[config.mk]
export PLATFORM = sky130hd
export DESIGN_NAME = bbs_sequencer
export DESIGN_NICKNAME = d
export VERILOG_FILES = /design/src/bbs_pkg.sv /design/src/bbs_sequencer.sv
export VERILOG_INCLUDE_DIRS = /design/src
export SDC_FILE = /design/constraint.sdc
export NUM_CORES = 1
export LEC_CHECK = 0
export ABC_AREA = 1
export BUFFER_PORTS_ARGS = -buffer_cell sky130_fd_sc_hd__buf_4
export CAP_MARGIN = 20
export CELL_PAD_IN_SITES_DETAIL_PLACEMENT = 1
export CELL_PAD_IN_SITES_GLOBAL_PLACEMENT = 1
export CORE_MARGIN = 2
export CORE_UTILIZATION = 49
export CTS_CLUSTER_DIAMETER = 50
export DETAILED_ROUTE_END_ITERATION = 10
export PLACE_DENSITY_LB_ADDON = 0.3
export SETUP_SLACK_MARGIN = 0.1
export SLEW_MARGIN = 15
export SYNTH_ARGS = -nofsm -noshare
export SYNTH_HDL_FRONTEND = slang
export SYNTH_SLANG_ARGS = --single-unit
[constraint.sdc]
create_clock -name clk -period 7.5 [get_ports clk]
set_clock_uncertainty 0.2 [all_clocks]
set_input_delay 0.75 -clock clk [delete_from_list [all_inputs] [get_ports clk]]
set_output_delay 0.75 -clock clk [all_outputs]
set_load 0.01 [all_outputs]
[src/bbs_cfg.svh]
// Purpose: Constants for the battery backup sequencer
// Assumes: 100 MHz clock, 1 ms timing tick
// Notes:   Times are in ms, counted on the ms tick
// What this block does
// - Valid DC input alone never turns the backup converter on.
// - Output lost during backup latches backup off until AC is requalified.
// - With DC valid, backup engages after AC-present and bulk-healthy both fall.
// - Backup starts anyway 100 ms after Ac_input_present if bulk stays healthy.
// - AC-to-DC hand-over runs both converters together for about 10 ms.
// - With AC present, backup stays off, armed for an Ac_input_present only while the arm bit is set and bulk, DC and output are good.
// - Main converter returns from backup or latch-off only after AC and bulk good for 1 s.
// - Both converters run together for 0.25 s after main returns.
// - Toggle of AC or bulk indicator restarts the 1 s timing, and drops the 0.25 s overlap back to backup.
// - After the 0.25 s overlap the backup converter phases out in under 20 ms.
// - Supply shuts down after 90 s of continuous backup.
// - Fan runs at full speed throughout a backup phase.
// - No backup engagement while the main converter is in protection shutdown.
`ifndef BBS_CFG_SVH
`define BBS_CFG_SVH

// ============================================================
// Timing
`define BBS_CLK_PERIOD_NS  10
`define BBS_TICK_NS        1000000
`define BBS_TICK_CYCLES    (`BBS_TICK_NS / `BBS_CLK_PERIOD_NS)
`define BBS_ENGAGE_MS      17'd100
`define BBS_AC_OVL_MS      17'd10
`define BBS_QUAL_MS        17'd1000
`define BBS_RET_OVL_MS     17'd250
// Kept below the 20 ms ceiling
`define BBS_PHASE_OUT_MS   17'd19
`define BBS_BACKUP_MAX_MS  17'd90000

// ============================================================
// Register map
`define BBS_REG_CTRL       4'h0
`define BBS_REG_STATUS     4'h4
`define BBS_REG_IRQ_STAT   4'h8
`define BBS_REG_IRQ_MASK   4'hC
`define BBS_CTRL_ARM_BIT   0
`define BBS_CTRL_RESET     8'h01
`define BBS_MASK_RESET     5'h00
`define BBS_IRQ_ENGAGE     0
`define BBS_IRQ_RETURN     1
`define BBS_IRQ_LATCH      2
`define BBS_IRQ_TIMEOUT    3
`define BBS_IRQ_FAULT      4

`endif

[src/bbs_pkg.sv]
// Purpose: Types for the battery backup sequencer
// Assumes: Nothing beyond the constants header
// Notes:   States are binary coded
package bbs_pkg;

    // ============================================================
    // Sequencer states
    typedef enum logic [2:0] {
        BBS_ST_AC_IDLE   = 3'b000,
        BBS_ST_WAIT_BULK = 3'b001,
        BBS_ST_AC_TO_DC  = 3'b010,
        BBS_ST_BACKUP    = 3'b011,
        BBS_ST_RET_OVL   = 3'b100,
        BBS_ST_PHASE_OUT = 3'b101,
        BBS_ST_LATCH_OFF = 3'b110,
        BBS_ST_FAULT     = 3'b111
    } bbs_state_t;

    // ============================================================
    // Supervisory indicators
    typedef struct packed {
        logic ac_input_present;
        logic storage_cap_healthy;
        logic dc_input_valid;
        logic output_power_good;
        logic main_prot_shutdown;
    } bbs_inputs_t;

    // Converter and fan commands
    typedef struct packed {
        logic main_en;
        logic backup_en;
        logic backup_phase_out;
        logic fan_full_speed;
    } bbs_outputs_t;

endpackage

[src/bbs_sequencer.sv]
// Purpose: Backup converter engage and return sequencing
// Assumes: Indicators arrive asynchronously from analog comparators
// Notes:   All intervals run on a 1 ms tick enable
//
// Our own choices: the register addresses and the address-and-strobe port.
`timescale 1ns/1ns
`default_nettype none
`include "bbs_cfg.svh"

module bbs_sequencer #(
    parameter int TICK_CYCLES            = `BBS_TICK_CYCLES,
    parameter logic [16:0] ENGAGE_MS     = `BBS_ENGAGE_MS,
    parameter logic [16:0] QUAL_MS       = `BBS_QUAL_MS,
    parameter logic [16:0] RET_OVL_MS    = `BBS_RET_OVL_MS,
    parameter logic [16:0] BACKUP_MAX_MS = `BBS_BACKUP_MAX_MS
) (
    // Clock and reset
    input  wire logic                 clk,
    input  wire logic                 reset_n,
    // Supervisory indicators
    input  wire bbs_pkg::bbs_inputs_t ind_in,
    // Converter commands
    output bbs_pkg::bbs_outputs_t     cmd_out,
    // Register port
    input  wire logic [3:0]           reg_addr,
    input  wire logic [7:0]           reg_wdata,
    input  wire logic                 reg_wr,
    input  wire logic                 reg_rd,
    output logic [7:0]                reg_rdata,
    // Interrupt
    output logic                      irq
);
    import bbs_pkg::*;

    // ============================================================
    // Input synchronisers
    bbs_inputs_t meta_r;
    bbs_inputs_t sync_r;
    bbs_inputs_t prev_r;

    always_ff @(posedge clk or negedge reset_n) begin
        if (!reset_n) begin
            meta_r <= '0;
            sync_r <= '0;
        end else begin
            meta_r <= ind_in;
            sync_r <= meta_r;
        end
    end

    always_ff @(posedge clk or negedge reset_n) begin
        if (!reset_n) begin
            prev_r <= '0;
        end else begin
            prev_r <= sync_r;
        end
    end

    logic ac_s;
    logic bulk_s;
    logic dc_s;
    logic pg_s;
    logic prot_s;
    logic ac_fall;
    logic ind_toggle;
    logic qual_ok;

    assign ac_s       = sync_r.ac_input_present;
    assign bulk_s     = sync_r.storage_cap_healthy;
    assign dc_s       = sync_r.dc_input_valid;
    assign pg_s       = sync_r.output_power_good;
    assign prot_s     = sync_r.main_prot_shutdown;
    assign ac_fall    = prev_r.ac_input_present && !ac_s;
    assign ind_toggle = (prev_r.ac_input_present != ac_s) ||
                        (prev_r.storage_cap_healthy != bulk_s);
    assign qual_ok    = ac_s && bulk_s;

    // ============================================================
    // Millisecond tick
    logic [16:0] div_r;
    logic        tick;

    assign tick = (div_r == 17'(TICK_CYCLES - 1));

    always_ff @(posedge clk or negedge reset_n) begin
        if (!reset_n) begin
            div_r <= '0;
        end else if (tick) begin
            div_r <= '0;
        end else begin
            div_r <= div_r + 17'd1;
        end
    end

    function automatic logic elapsed(input logic [16:0] t, input logic [16:0] lim);
        elapsed = tick && (t >= lim - 17'd1);
    endfunction

    // ============================================================
    // Registers
    logic [7:0] ctrl_r;
    logic [4:0] irq_stat_r;
    logic [4:0] irq_mask_r;
    logic [4:0] irq_ev;
    logic       arm;

    assign arm = ctrl_r[`BBS_CTRL_ARM_BIT];

    always_ff @(posedge clk or negedge reset_n) begin
        if (!reset_n) begin
            ctrl_r     <= `BBS_CTRL_RESET;
            irq_mask_r <= `BBS_MASK_RESET;
        end else if (reg_wr && reg_addr == `BBS_REG_CTRL) begin
            ctrl_r <= reg_wdata;
        end else if (reg_wr && reg_addr == `BBS_REG_IRQ_MASK) begin
            irq_mask_r <= reg_wdata[4:0];
        end
    end

    // Set wins over a same-cycle clear
    always_ff @(posedge clk or negedge reset_n) begin
        if (!reset_n) begin
            irq_stat_r <= '0;
        end else if (reg_wr && reg_addr == `BBS_REG_IRQ_STAT) begin
            irq_stat_r <= (irq_stat_r & ~reg_wdata[4:0]) | irq_ev;
        end else begin
            irq_stat_r <= irq_stat_r | irq_ev;
        end
    end

    always_ff @(posedge clk or negedge reset_n) begin
        if (!reset_n) begin
            irq <= 1'b0;
        end else begin
            irq <= |((irq_stat_r | irq_ev) & irq_mask_r);
        end
    end

    // ============================================================
    // Sequencer
    bbs_state_t  state_r;
    bbs_state_t  state_nxt;
    logic [16:0] timer_r;
    logic [16:0] bk_ms_r;
    logic        timer_hold;
    logic        bk_run;
    logic        bk_timeout;

    assign bk_run     = (state_r == BBS_ST_AC_TO_DC) || (state_r == BBS_ST_BACKUP) ||
                        (state_r == BBS_ST_RET_OVL);
    assign bk_timeout = bk_run && elapsed(bk_ms_r, BACKUP_MAX_MS);

    // Qualification restarts on any AC or bulk indicator change
    assign timer_hold = ((state_r == BBS_ST_BACKUP) || (state_r == BBS_ST_LATCH_OFF)) &&
                        (!qual_ok || ind_toggle);

    always_comb begin
        state_nxt = state_r;
        case (state_r)
            BBS_ST_AC_IDLE: begin
                if (prot_s) begin
                    state_nxt = BBS_ST_FAULT;
                end else if (arm && ac_fall && bulk_s && dc_s && pg_s) begin
                    state_nxt = BBS_ST_WAIT_BULK;
                end
            end
            BBS_ST_WAIT_BULK: begin
                if (prot_s) begin
                    state_nxt = BBS_ST_FAULT;
                end else if (ac_s) begin
                    state_nxt = BBS_ST_AC_IDLE;
                end else if (!bulk_s || elapsed(timer_r, ENGAGE_MS)) begin
                    // Engagement only follows an Ac_input_present seen from idle
                    state_nxt = dc_s ? BBS_ST_AC_TO_DC : BBS_ST_LATCH_OFF;
                end
            end
            BBS_ST_AC_TO_DC: begin
                if (bk_timeout) begin
                    state_nxt = BBS_ST_LATCH_OFF;
                end else if (elapsed(timer_r, `BBS_AC_OVL_MS)) begin
                    state_nxt = BBS_ST_BACKUP;
                end
            end
            BBS_ST_BACKUP: begin
                if (bk_timeout || !pg_s) begin
                    state_nxt = BBS_ST_LATCH_OFF;
                end else if (qual_ok && !ind_toggle && elapsed(timer_r, QUAL_MS)) begin
                    state_nxt = BBS_ST_RET_OVL;
                end
            end
            BBS_ST_RET_OVL: begin
                if (bk_timeout) begin
                    state_nxt = BBS_ST_LATCH_OFF;
                end else if (!qual_ok) begin
                    state_nxt = BBS_ST_BACKUP;
                end else if (elapsed(timer_r, RET_OVL_MS)) begin
                    state_nxt = BBS_ST_PHASE_OUT;
                end
            end
            BBS_ST_PHASE_OUT: begin
                if (elapsed(timer_r, `BBS_PHASE_OUT_MS)) begin
                    state_nxt = BBS_ST_AC_IDLE;
                end
            end
            BBS_ST_LATCH_OFF: begin
                // DC returning alone never restarts backup
                if (qual_ok && !ind_toggle && elapsed(timer_r, QUAL_MS)) begin
                    state_nxt = BBS_ST_AC_IDLE;
                end
            end
            BBS_ST_FAULT: begin
                if (!prot_s && ac_s) begin
                    state_nxt = BBS_ST_AC_IDLE;
                end
            end
            default: begin
                state_nxt = BBS_ST_AC_IDLE;
            end
        endcase
    end

    always_ff @(posedge clk or negedge reset_n) begin
        if (!reset_n) begin
            state_r <= BBS_ST_AC_IDLE;
        end else begin
            state_r <= state_nxt;
        end
    end

    always_ff @(posedge clk or negedge reset_n) begin
        if (!reset_n) begin
            timer_r <= '0;
        end else if (state_nxt != state_r || timer_hold) begin
            timer_r <= '0;
        end else if (tick && timer_r != 17'h1FFFF) begin
            timer_r <= timer_r + 17'd1;
        end
    end

    // Continuous backup time, cleared once backup ends
    always_ff @(posedge clk or negedge reset_n) begin
        if (!reset_n) begin
            bk_ms_r <= '0;
        end else if (!bk_run) begin
            bk_ms_r <= '0;
        end else if (tick && bk_ms_r != 17'h1FFFF) begin
            bk_ms_r <= bk_ms_r + 17'd1;
        end
    end

    // ============================================================
    // Outputs, registered and aligned with state_r
    always_ff @(posedge clk or negedge reset_n) begin
        if (!reset_n) begin
            cmd_out <= '{main_en: 1'b1, backup_en: 1'b0,
                         backup_phase_out: 1'b0, fan_full_speed: 1'b0};
        end else begin
            cmd_out.main_en <= (state_nxt == BBS_ST_AC_IDLE) ||
                               (state_nxt == BBS_ST_WAIT_BULK) ||
                               (state_nxt == BBS_ST_AC_TO_DC) ||
                               (state_nxt == BBS_ST_RET_OVL) ||
                               (state_nxt == BBS_ST_PHASE_OUT);
            cmd_out.backup_en <= (state_nxt == BBS_ST_AC_TO_DC) ||
                                 (state_nxt == BBS_ST_BACKUP) ||
                                 (state_nxt == BBS_ST_RET_OVL) ||
                                 (state_nxt == BBS_ST_PHASE_OUT);
            cmd_out.backup_phase_out <= (state_nxt == BBS_ST_PHASE_OUT);
            cmd_out.fan_full_speed <= (state_nxt == BBS_ST_AC_TO_DC) ||
                                      (state_nxt == BBS_ST_BACKUP) ||
                                      (state_nxt == BBS_ST_RET_OVL) ||
                                      (state_nxt == BBS_ST_PHASE_OUT);
        end
    end

    assign irq_ev[`BBS_IRQ_ENGAGE]  = (state_nxt == BBS_ST_AC_TO_DC) &&
                                      (state_r != BBS_ST_AC_TO_DC);
    assign irq_ev[`BBS_IRQ_RETURN]  = (state_r == BBS_ST_PHASE_OUT) &&
                                      (state_nxt == BBS_ST_AC_IDLE);
    assign irq_ev[`BBS_IRQ_LATCH]   = (state_nxt == BBS_ST_LATCH_OFF) &&
                                      (state_r != BBS_ST_LATCH_OFF);
    assign irq_ev[`BBS_IRQ_TIMEOUT] = bk_timeout;
    assign irq_ev[`BBS_IRQ_FAULT]   = (state_nxt == BBS_ST_FAULT) &&
                                      (state_r != BBS_ST_FAULT);

    // ============================================================
    // Read port, data one cycle after the strobe only
    always_ff @(posedge clk or negedge reset_n) begin
        if (!reset_n) begin
            reg_rdata <= '0;
        end else if (!reg_rd) begin
            reg_rdata <= '0;
        end else if (reg_addr == `BBS_REG_CTRL) begin
            reg_rdata <= ctrl_r;
        end else if (reg_addr == `BBS_REG_STATUS) begin
            reg_rdata <= {prot_s, pg_s, dc_s, bulk_s, ac_s, state_r};
        end else if (reg_addr == `BBS_REG_IRQ_STAT) begin
            reg_rdata <= {3'h0, irq_stat_r};
        end else if (reg_addr == `BBS_REG_IRQ_MASK) begin
            reg_rdata <= {3'h0, irq_mask_r};
        end else begin
            reg_rdata <= '0;
        end
    end
endmodule
`default_nettype wire

After elaboration in Yosys (flattened, before gate mapping)
Index checks and enable logic that the tools add are counted.
{ "op_classes": {"order_cmp": 6, "n_reduce_logical": 53, "n_eq_ne": 27, "muxes": 28, "n_addsub": 3, "n_bitwise": 6} }
{ "ops": {"columns": ["op", "count"], "rows": [
  ["two-way mux 17 bit", 5],
  ["adder 17 x 1 -> 17 bit (second input constant)", 3],
  ["two-way mux 3 bit", 16],
  ["inequality test 17 bit (second input constant)", 2],
  ["logical AND 1 bit", 26],
  ["equality test 3 bit (second input constant)", 8],
  ["two-way mux 8 bit", 3],
  ["case mux 3 bit (8 select lines)", 1],
  ["equality test 17 bit (second input constant)", 1],
  ["greater-or-equal comparator 17 x 10 -> 1 bit (second input constant)", 1],
  ["greater-or-equal comparator 17 bit (second input constant)", 1],
  ["greater-or-equal comparator 17 x 4 -> 1 bit (second input constant)", 1],
  ["greater-or-equal comparator 17 x 5 -> 1 bit (second input constant)", 1],
  ["greater-or-equal comparator 17 x 7 -> 1 bit (second input constant)", 1],
  ["greater-or-equal comparator 17 x 8 -> 1 bit (second input constant)", 1],
  ["logical OR 1 bit", 15],
  ["two-way mux 5 bit", 3],
  ["equality test 3 x 2 -> 1 bit (second input constant)", 4],
  ["AND 5 bit", 2],
  ["OR 5 bit", 2],
  ["equality test 4 bit (second input constant)", 2],
  ["equality test 3 x 1 -> 1 bit (second input constant)", 2],
  ["zero test 1 bit", 6],
  ["zero test 3 bit", 2],
  ["other kinds (12)", 14]
]} }
{ "word_totals": {"out_inout_bits": 13, "in_bits": 21, "word_cells": 147, "reg_bits": 96} }

Logic depth before layout (Yosys ltp)
Gate-level depths: netlist of run 1.
{ "depth": {"ltp_word": 14, "depth_mapped": 22} }

Least setup slack after synthesis of run 1
Ideal clock, no wire load.
{ "synth_timing": {"kind": "register to register", "from": "register bk_ms_r[0]", "to": "register bk_ms_r[14]", "period_less_slack_ns": 2.460, "required_time_ns": 7.178, "slack_ns": 5.040, "t_arrival_ns": 2.138, "setup_ns": 0.122, "path_stages_with_launch": 17, "n_path_buf": 0, "cell_sequence": "dfrtp_1 ha_1 nand3_1 nor2_1 nand4_1 nor4_1 ha_1 nor2_2 inv_1 nand2_1 nand2_1 nor2_1 inv_1 nor2_1 nand4_1 o21ai_1 a21oi_1"} }
{ "synth_between": {"elab_chain_len": 3} }
{ "synth_rtl": {"columns": ["element", "line", "text"], "rows": [
  ["start, declared", "bbs_sequencer.sv:144", "logic [16:0] bk_ms_r;"],
  ["start signal, assigned", "bbs_sequencer.sv:247", "bk_ms_r <= bk_ms_r + 17'd1;"],
  ["adder 17 x 1 -> 17 bit or inequality test 17 bit (tied branches)", "bbs_sequencer.sv:247, bbs_sequencer.sv:246", null],
  ["two-way mux 17 bit or logical AND 1 bit (tied branches)", "bbs_sequencer.sv:246", "end else if (tick && bk_ms_r != 17'h1FFFF) begin"],
  ["two-way mux 17 bit or inequality test 2 x 1 -> 1 bit (tied branches)", null, null]
]} }
Several ways; a longest one is shown, not always the timed one. The select of a mux whose other input is x is not followed.
A chain may end at the register's enable or synchronous reset.

Worst setup path in the final report of run 1
{ "layout_timing": {"from": "register div_r[0]", "to": "register timer_r[0]"} }
{ "layout_between": {"elab_chain_len": 10} }
{ "layout_rtl": {"columns": ["element", "line", "text"], "rows": [
  ["start, declared", "bbs_sequencer.sv:80", "logic [16:0] div_r;"],
  ["start signal, assigned", "bbs_sequencer.sv:91", "div_r <= div_r + 17'd1;"],
  ["equality test 17 bit *", "bbs_sequencer.sv:83", "assign tick = (div_r == 17'(TICK_CYCLES - 1));"],
  ["logical AND 1 bit", "bbs_sequencer.sv:96", "elapsed = tick && (t >= lim - 17'd1);"],
  ["logical OR 1 bit", "bbs_sequencer.sv:172", "end else if (!bulk_s || elapsed(timer_r, ENGAGE_MS)) begin"],
  ["two-way mux 3 bit", "bbs_sequencer.sv:172", null],
  ["two-way mux 3 bit", "bbs_sequencer.sv:170", "end else if (ac_s) begin"],
  ["two-way mux 3 bit", "bbs_sequencer.sv:168", "if (prot_s) begin"],
  ["case mux 3 bit (8 select lines) *", "bbs_sequencer.sv:159", "case (state_r)"],
  ["named net state_nxt[1]", "bbs_sequencer.sv:142", "bbs_state_t state_nxt;"],
  ["inequality test 3 bit *", "bbs_sequencer.sv:233", "end else if (state_nxt != state_r || timer_hold) begin"],
  ["logical OR 1 bit *", "bbs_sequencer.sv:233", null],
  ["two-way mux 17 bit or nonzero test 2 bit (tied branches)", null, null],
  ["end signal, assigned", "bbs_sequencer.sv:236", "timer_r <= timer_r + 17'd1;"],
  ["end, declared", "bbs_sequencer.sv:143", "logic [16:0] timer_r;"]
]} }
The timed path passes the listed nets; every way through them passes the cells marked *.

==> impl_metrics.ini, run 1 <==
[drt]
drt-vias-per-instance = 5.467
drtAntennaViolNets = 0
post_drt_wl_per_cell_um = 16.43
drt-initial-drc-count = 279
drc = 0
drtPass1Iterations = 4
drt_wl_total_um = 14870
num_vias = 4948

[cells_and_area]
drive_above_1_share = 0.1477
diodes = 0
fin_util = 0.5558
syn2layout_area_growth_pct = 11.41
fin_cells = 905
final_area_um2 = 5998
fin_nets = 789

[clocking]
cts.sinks = 96
postCtsSetupBuffers = 0
cts_resized = 0
cts_tree = built
clkSlewWorstSetupHoldPaths_ns = 0.10
cts_max_path_buffers = 2
ctsHtreeMaxLevel = 3
clockRootBuffer = clkbuf_8
hold_buffers = 0
cts_buffers = 9
insertion_delay_ns = 0.39

[synth]
ys_types = 40
ys_seq_area_frac = 0.4467
synth-warning-count = 0
ys_ff_latch = 96
syn_nets = 751
synth_edf_count = 0
synth_top_flop_cell = dfrtp_1
synth.largest_area_cell = dfrtp_1
avgSynthCellArea_um2 = 7.457
ys_async_sr_fraction = 1.000
synth_common_cells = nand2_1 (165), nor2_1 (104), inv_1 (96), dfrtp_1 (94), nand3_1 (48)
syn_area_um2 = 5384
synth_top_area_share = 0.4369
yosysMostFrequentCell = nand2_1
syn_inst = 722
synth_area_leaders = dfrtp_1 (44%), nand2_1 (12%), nor2_1 (7.3%)

[timing]
setup_tns_ns = 0
finalSetupViolations = 0
hold_viol = 0
period_share = 0.3968
finalCriticalPeriod_ns = 2.976
fmax_mhz = 336.1
tightest_slew_ns = 0.7593
setup_slack_ns = 4.524
relSlewSlack = 0.4899
slew_viol_final = 0
hold_ws_ns = 0.1595
rsz0062_at_grt = no

[grt]
first_global_vias = 5227
overflow = 0
antenna_found_initial = 0
grt_max_degree = 57
grt_use_total = 0.2723
grt_first_pass_wirelength_um = 24940

[worst_setup_path]
end_kind = flop
r2r.worst_path.cells = 18
path_max_fanout = 15
worst_setup_path_start_kind = flop
worstSetupPathType = reg2reg
cp.required_ns = 7.61
arrival_ns = 3.09

[floorplanning]
dieWidth_um = 108.8
die_area_um2 = 11840
core_um2 = 10790
dieHeight_um = 108.8
fp-row-count = 38
pin_count = 34
start_util = 0.4988

[power]
power_mw = 1.520
ir_drop_v = 0.0001863
power_leakage_nw = 2.933
powerDensity_nw_per_um2 = 253.5

[place]
pre_cts_ws_ns = 4.607
dp_hpwl_um = 11080
detailed_place.area_um2 = 5773
port_buffers = 33
dp_cells = 889
globalplace.congestion = 0.8711

[hold_path]
hold_class = reg2reg
hold_depth = 0

[run]
drv_cap = 0

[run_status]
status = complete, no violations
area by class of cell:
class                      count  area, um^2
timing repair buffer          34       255.2
clock buffer                  13       178.9
sequential                    96        2405
inverter                     109       412.9
multi-input combinational    510        2525
clock inverter                 3       46.29
tap                          140       175.2
fill                        1418        4795
cells in the final DEF, fill, tap and decap left out, drive strengths merged, types with 5 or more instances in the layout:
cell	n
nand2	177
a221oi	5
inv	109
o21ai	43
nor4	6
dfrtp	94
ha	8
nor2	129
nand3	50
a21oi	30
nand4	10
nor3	22
buf	34
clkbuf	13
xor2	10
layer usage:
| layer | GRT usage | vias up | part of all wire |
|---|---|---|---|
| met5 | 0 | - | 0 |
| met3 | 0.03586 | 31 | 0.022 |
| met1 | 0.3407 | 2468 | 0.44 |
| met4 | 0.1126 | 0 | 0.026 |
| met2 | 0.4741 | 75 | 0.51 |
| li1 | - | 2374 | - |
worst max-delay path: stages (launching register included):
cell,delay (ns)
dfrtp_1,0.41
ha_1,0.22
nand2_1,0.10
inv_2,0.05
nand2_2,0.09
nor2_2,0.06
nand2_4,0.19
clkinv_2,0.14
o21ai_2,0.13
nand3_1,0.12
a21oi_1,0.15
nand3_1,0.12
nand2_2,0.14
inv_2,0.07
nand2_1,0.08
nand3_2,0.10
nor2_4,0.16
inv_2,0.18
a21oi_1,0.18
flip-flops by register name (all words and copies together) (netlist names), 5 cells and up:
register	cells
timer_r	17
ctrl_r	8
bk_ms_r	17
div_r	17
irq_stat_r	5
meta_r	5
reg_rdata	8
irq_mask_r	5
where the power goes:
part / internal (mW) / switching [mW]
clock network: 0.192 / 0.194
registers: 0.570 / 0.0461
logic: 0.153 / 0.366
total: 0.915 / 0.606
final timing paths:
check	slack, ns	to	startpoint
setup / recovery	4.52	timer_r[0]$_DFFE_PN0P_	div_r[0]$_DFF_PN0_
max in group asynchronous	5.87	irq$_DFF_PN0_	reset_n
hold / removal	0.16	pg_s$_DFF_PN0_	meta_r[1]$_DFF_PN0_
setup reg to reg	4.52	timer_r[0]$_DFFE_PN0P_	div_r[0]$_DFF_PN0_
hold reg to reg	0.16	pg_s$_DFF_PN0_	meta_r[1]$_DFF_PN0_
min in group asynchronous	0.20	div_r[0]$_DFF_PN0_	reset_n
logic make-up after synthesis:
group	after synthesis	share of synthesized area
AO/OA/AOI/OAI	92	0.09598
XOR/XNOR	12	0.01952
adder cells (fa/ha/maj)	8	0.01859
buffers and inverters	116	0.08436
flip-flops	96	0.4467
multiplexers	3	0.006274
AND/OR/NAND/NOR	395	0.3286
Note: power is estimated with default switching activity, not from simulation.
==> run 2, diff against run 1 <==
--- a/config.mk
+++ b/config.mk
@@ -12,7 +12,7 @@
 export CELL_PAD_IN_SITES_DETAIL_PLACEMENT = 1
 export CELL_PAD_IN_SITES_GLOBAL_PLACEMENT = 1
 export CORE_MARGIN = 2
-export CORE_UTILIZATION = 49
+export CORE_UTILIZATION = 45
 export CTS_CLUSTER_DIAMETER = 50
 export DETAILED_ROUTE_END_ITERATION = 10
 export PLACE_DENSITY_LB_ADDON = 0.3
==> constraint.sdc (replaced) <==
create_clock -name clk -period 2.85 [get_ports clk]
set_clock_uncertainty 0.2 [all_clocks]
set_input_delay 0.285 -clock clk [delete_from_list [all_inputs] [get_ports clk]]
set_output_delay 0.285 -clock clk [all_outputs]
set_load 0.01 [all_outputs]
==> impl_metrics.ini, run 2 (synthesis results as in run 1) <==
[run_status]
status = complete, no violations

[floorplanning]
dieHeight_um = 113.4
pin_count = 34
start_util = 0.4655
fp-row-count = 39
die_area_um2 = 12860
core_um2 = 11560
dieWidth_um = 113.4

[worst_setup_path]
cpLargestDelayFamily = simple AND/OR/NAND/NOR gates
crit_path_cell_trace = inv_2, nand3_2, nand2_2, nor2_4, nor2_4, nand2_4, nand2_1, o21ai_1, nand3_2, nand2_4, buf_6, nor2_4, nand2_2, nand2_2, nand2_2, nand2_1, nor2_1, nand2_1
worst_setup_path_start_kind = flop
max_stage_delay_ns = 0.55
critical_path_buf_inv_count = 2
crit_slowest_cell = dfrtp_1
path_common_cell = nand2_2
worstSetupPathType = reg2reg
end_kind = flop
path_max_fanout = 7
arrival_ns = 2.78
cp.required_ns = 2.89

[timing]
finalCriticalPeriod_ns = 2.741
rsz0062_at_grt = yes
tightest_slew_ns = 0.6521
fmax_mhz = 364.8
relSlewSlack = 0.5653
period_share = 0.9619
slew_viol_final = 0
hold_viol = 0
setup_tns_ns = 0
finalSetupViolations = 0

[power]
powerDensity_nw_per_um2 = 725.9
ir_drop_v = 0.0004640
power_leakage_nw = 3.295
power_mw = 4.955

[drt]
drt_wl_total_um = 16950
drt-vias-per-instance = 5.502
drtAntennaViolNets = 0
num_vias = 5221
post_drt_wl_per_cell_um = 17.86
drt-initial-drc-count = 244
drtPass1Iterations = 4
drc = 0

[cells_and_area]
mostFrequentLayoutCells = nand2_1 (149), nor2_1 (92), inv_1 (91)
syn2layout_area_growth_pct = 26.77
diodes = 0
final_common_cell = nand2_1
multiInputGateArea_um2 = 2845
register_area_um2 = 2421
drive_above_1_share = 0.2692
fill_cells = 1429
fin_nets = 830
largest_registers = bk_ms_r: 17 flops, div_r: 17 flops, timer_r: 17 flops

[grt]
grt_max_degree = 51
grt_use_total = 0.2581
antenna_found_initial = 0
grt_first_pass_wirelength_um = 26130
overflow = 0
first_global_vias = 5443

[clocking]
ctsHtreeMaxLevel = 3
cts_tree = built
clockRootBuffer = clkbuf_16
clkSlewWorstSetupHoldPaths_ns = 0.07
insertion_delay_ns = 0.36
cts_buffers = 9
cts.sinks = 96
cts_max_path_buffers = 2

[run]
drv_cap = 0

[hold_path]
hold_class = in2reg

[place]
globalplace.congestion = 0.9405
dp_hpwl_um = 11340
port_buffers = 33
-- run 2: cell types whose count changed in the layout (fill, tap and decap cells not counted), moves of 11 or more --
| cell | before | now |
|---|---|---|
| buf_4 | 34 | 61 |
| dfrtp_1 | 94 | 81 |
| dfrtp_2 | 0 | 13 |
| nand2_1 | 165 | 149 |
| nand2_2 | 9 | 21 |
| nand3_1 | 48 | 35 |
| nand3_2 | 2 | 13 |
| nor2_1 | 104 | 92 |
-- run 2: final timing paths --
check | start | endpoint | slack [ns] | cells after the start
worst max register to register | state_r[0]$_DFF_PN0_ | irq$_DFF_PN0_ | 0.11 | 18
max in group asynchronous | reset_n | ctrl_r[0]$_DFFE_PN1P_ | 1.41 | 3
worst max-delay path | state_r[0]$_DFF_PN0_ | irq$_DFF_PN0_ | 0.11 | 18
worst min register to register | meta_r[0]$_DFF_PN0_ | prot_s$_DFF_PN0_ | 0.17 | 0
worst min-delay path | reg_wdata[0] | ctrl_r[0]$_DFFE_PN1P_ | 0.01 | 3
min in group asynchronous | reset_n | timer_r[4]$_DFFE_PN0P_ | 0.29 | 2
-- run 2: per-stage QoR --
step / area (um^2) / util / worst slack (ns) / hold slack [ns] / cells
floorplan: 5384 / - / 0.3901 / -0.2106 / 722
CTS: 6376 / 0.5513 / 0.09056 / 0.005274 / 932
global placement: 5864 / 0.5071 / 0.1683 / 0.1364 / 902
global route: 6825 / 0.5902 / -0.03439 / 0.03091 / 949
finish: 6825 / 0.5902 / 0.1085 / 0.01323 / 949
detailed placement: 5864 / 0.5071 / -0.01428 / 0.1453 / 902
-- run 2: final cells by class --
cell class | count | area share
flip-flops and latches | 96 | 0.3547
repair buffers | 74 | 0.09074
well taps | 143 | 0.02621
inverters | 109 | 0.06214
repair inverters | 1 | 0.001283
clock buffers | 13 | 0.04106
multi-input cells | 510 | 0.4169
clock inverters | 3 | 0.006966
-- run 2: layer usage --
| layer | vias up | part of all wire | global-route usage |
|---|---|---|---|
| li1 | 2470 | - | - |
| met1 | 2639 | 0.42 | 0.3076 |
| met2 | 81 | 0.53 | 0.4675 |
| met3 | 31 | 0.027 | 0.03879 |
| met4 | 0 | 0.026 | 0.1041 |
| met5 | - | 0 | 0 |
-- run 2: worst min-delay path, stage by stage --
cell     delay, ns
buf_4         0.11
inv_1         0.07
o21ai_0       0.09
-- run 2: what timing repair did --
item,in CTS,in global routing
setup buffers,4,17
setup endpoints to repair,17,29
endpoints found under the hold margin,53,0
resized for setup,11,89
pin swaps,4,38
hold buffers,9,0
cloned,1,0
-- run 2: power by group --
part	total, mW	switching [mW]	internal, mW	leakage (nW)
clock	1.33	0.546	0.779	0.162
sequential	1.63	0.127	1.50	1.22
combinational	2.00	1.28	0.718	1.91
total	4.95	1.95	3.00	3.29
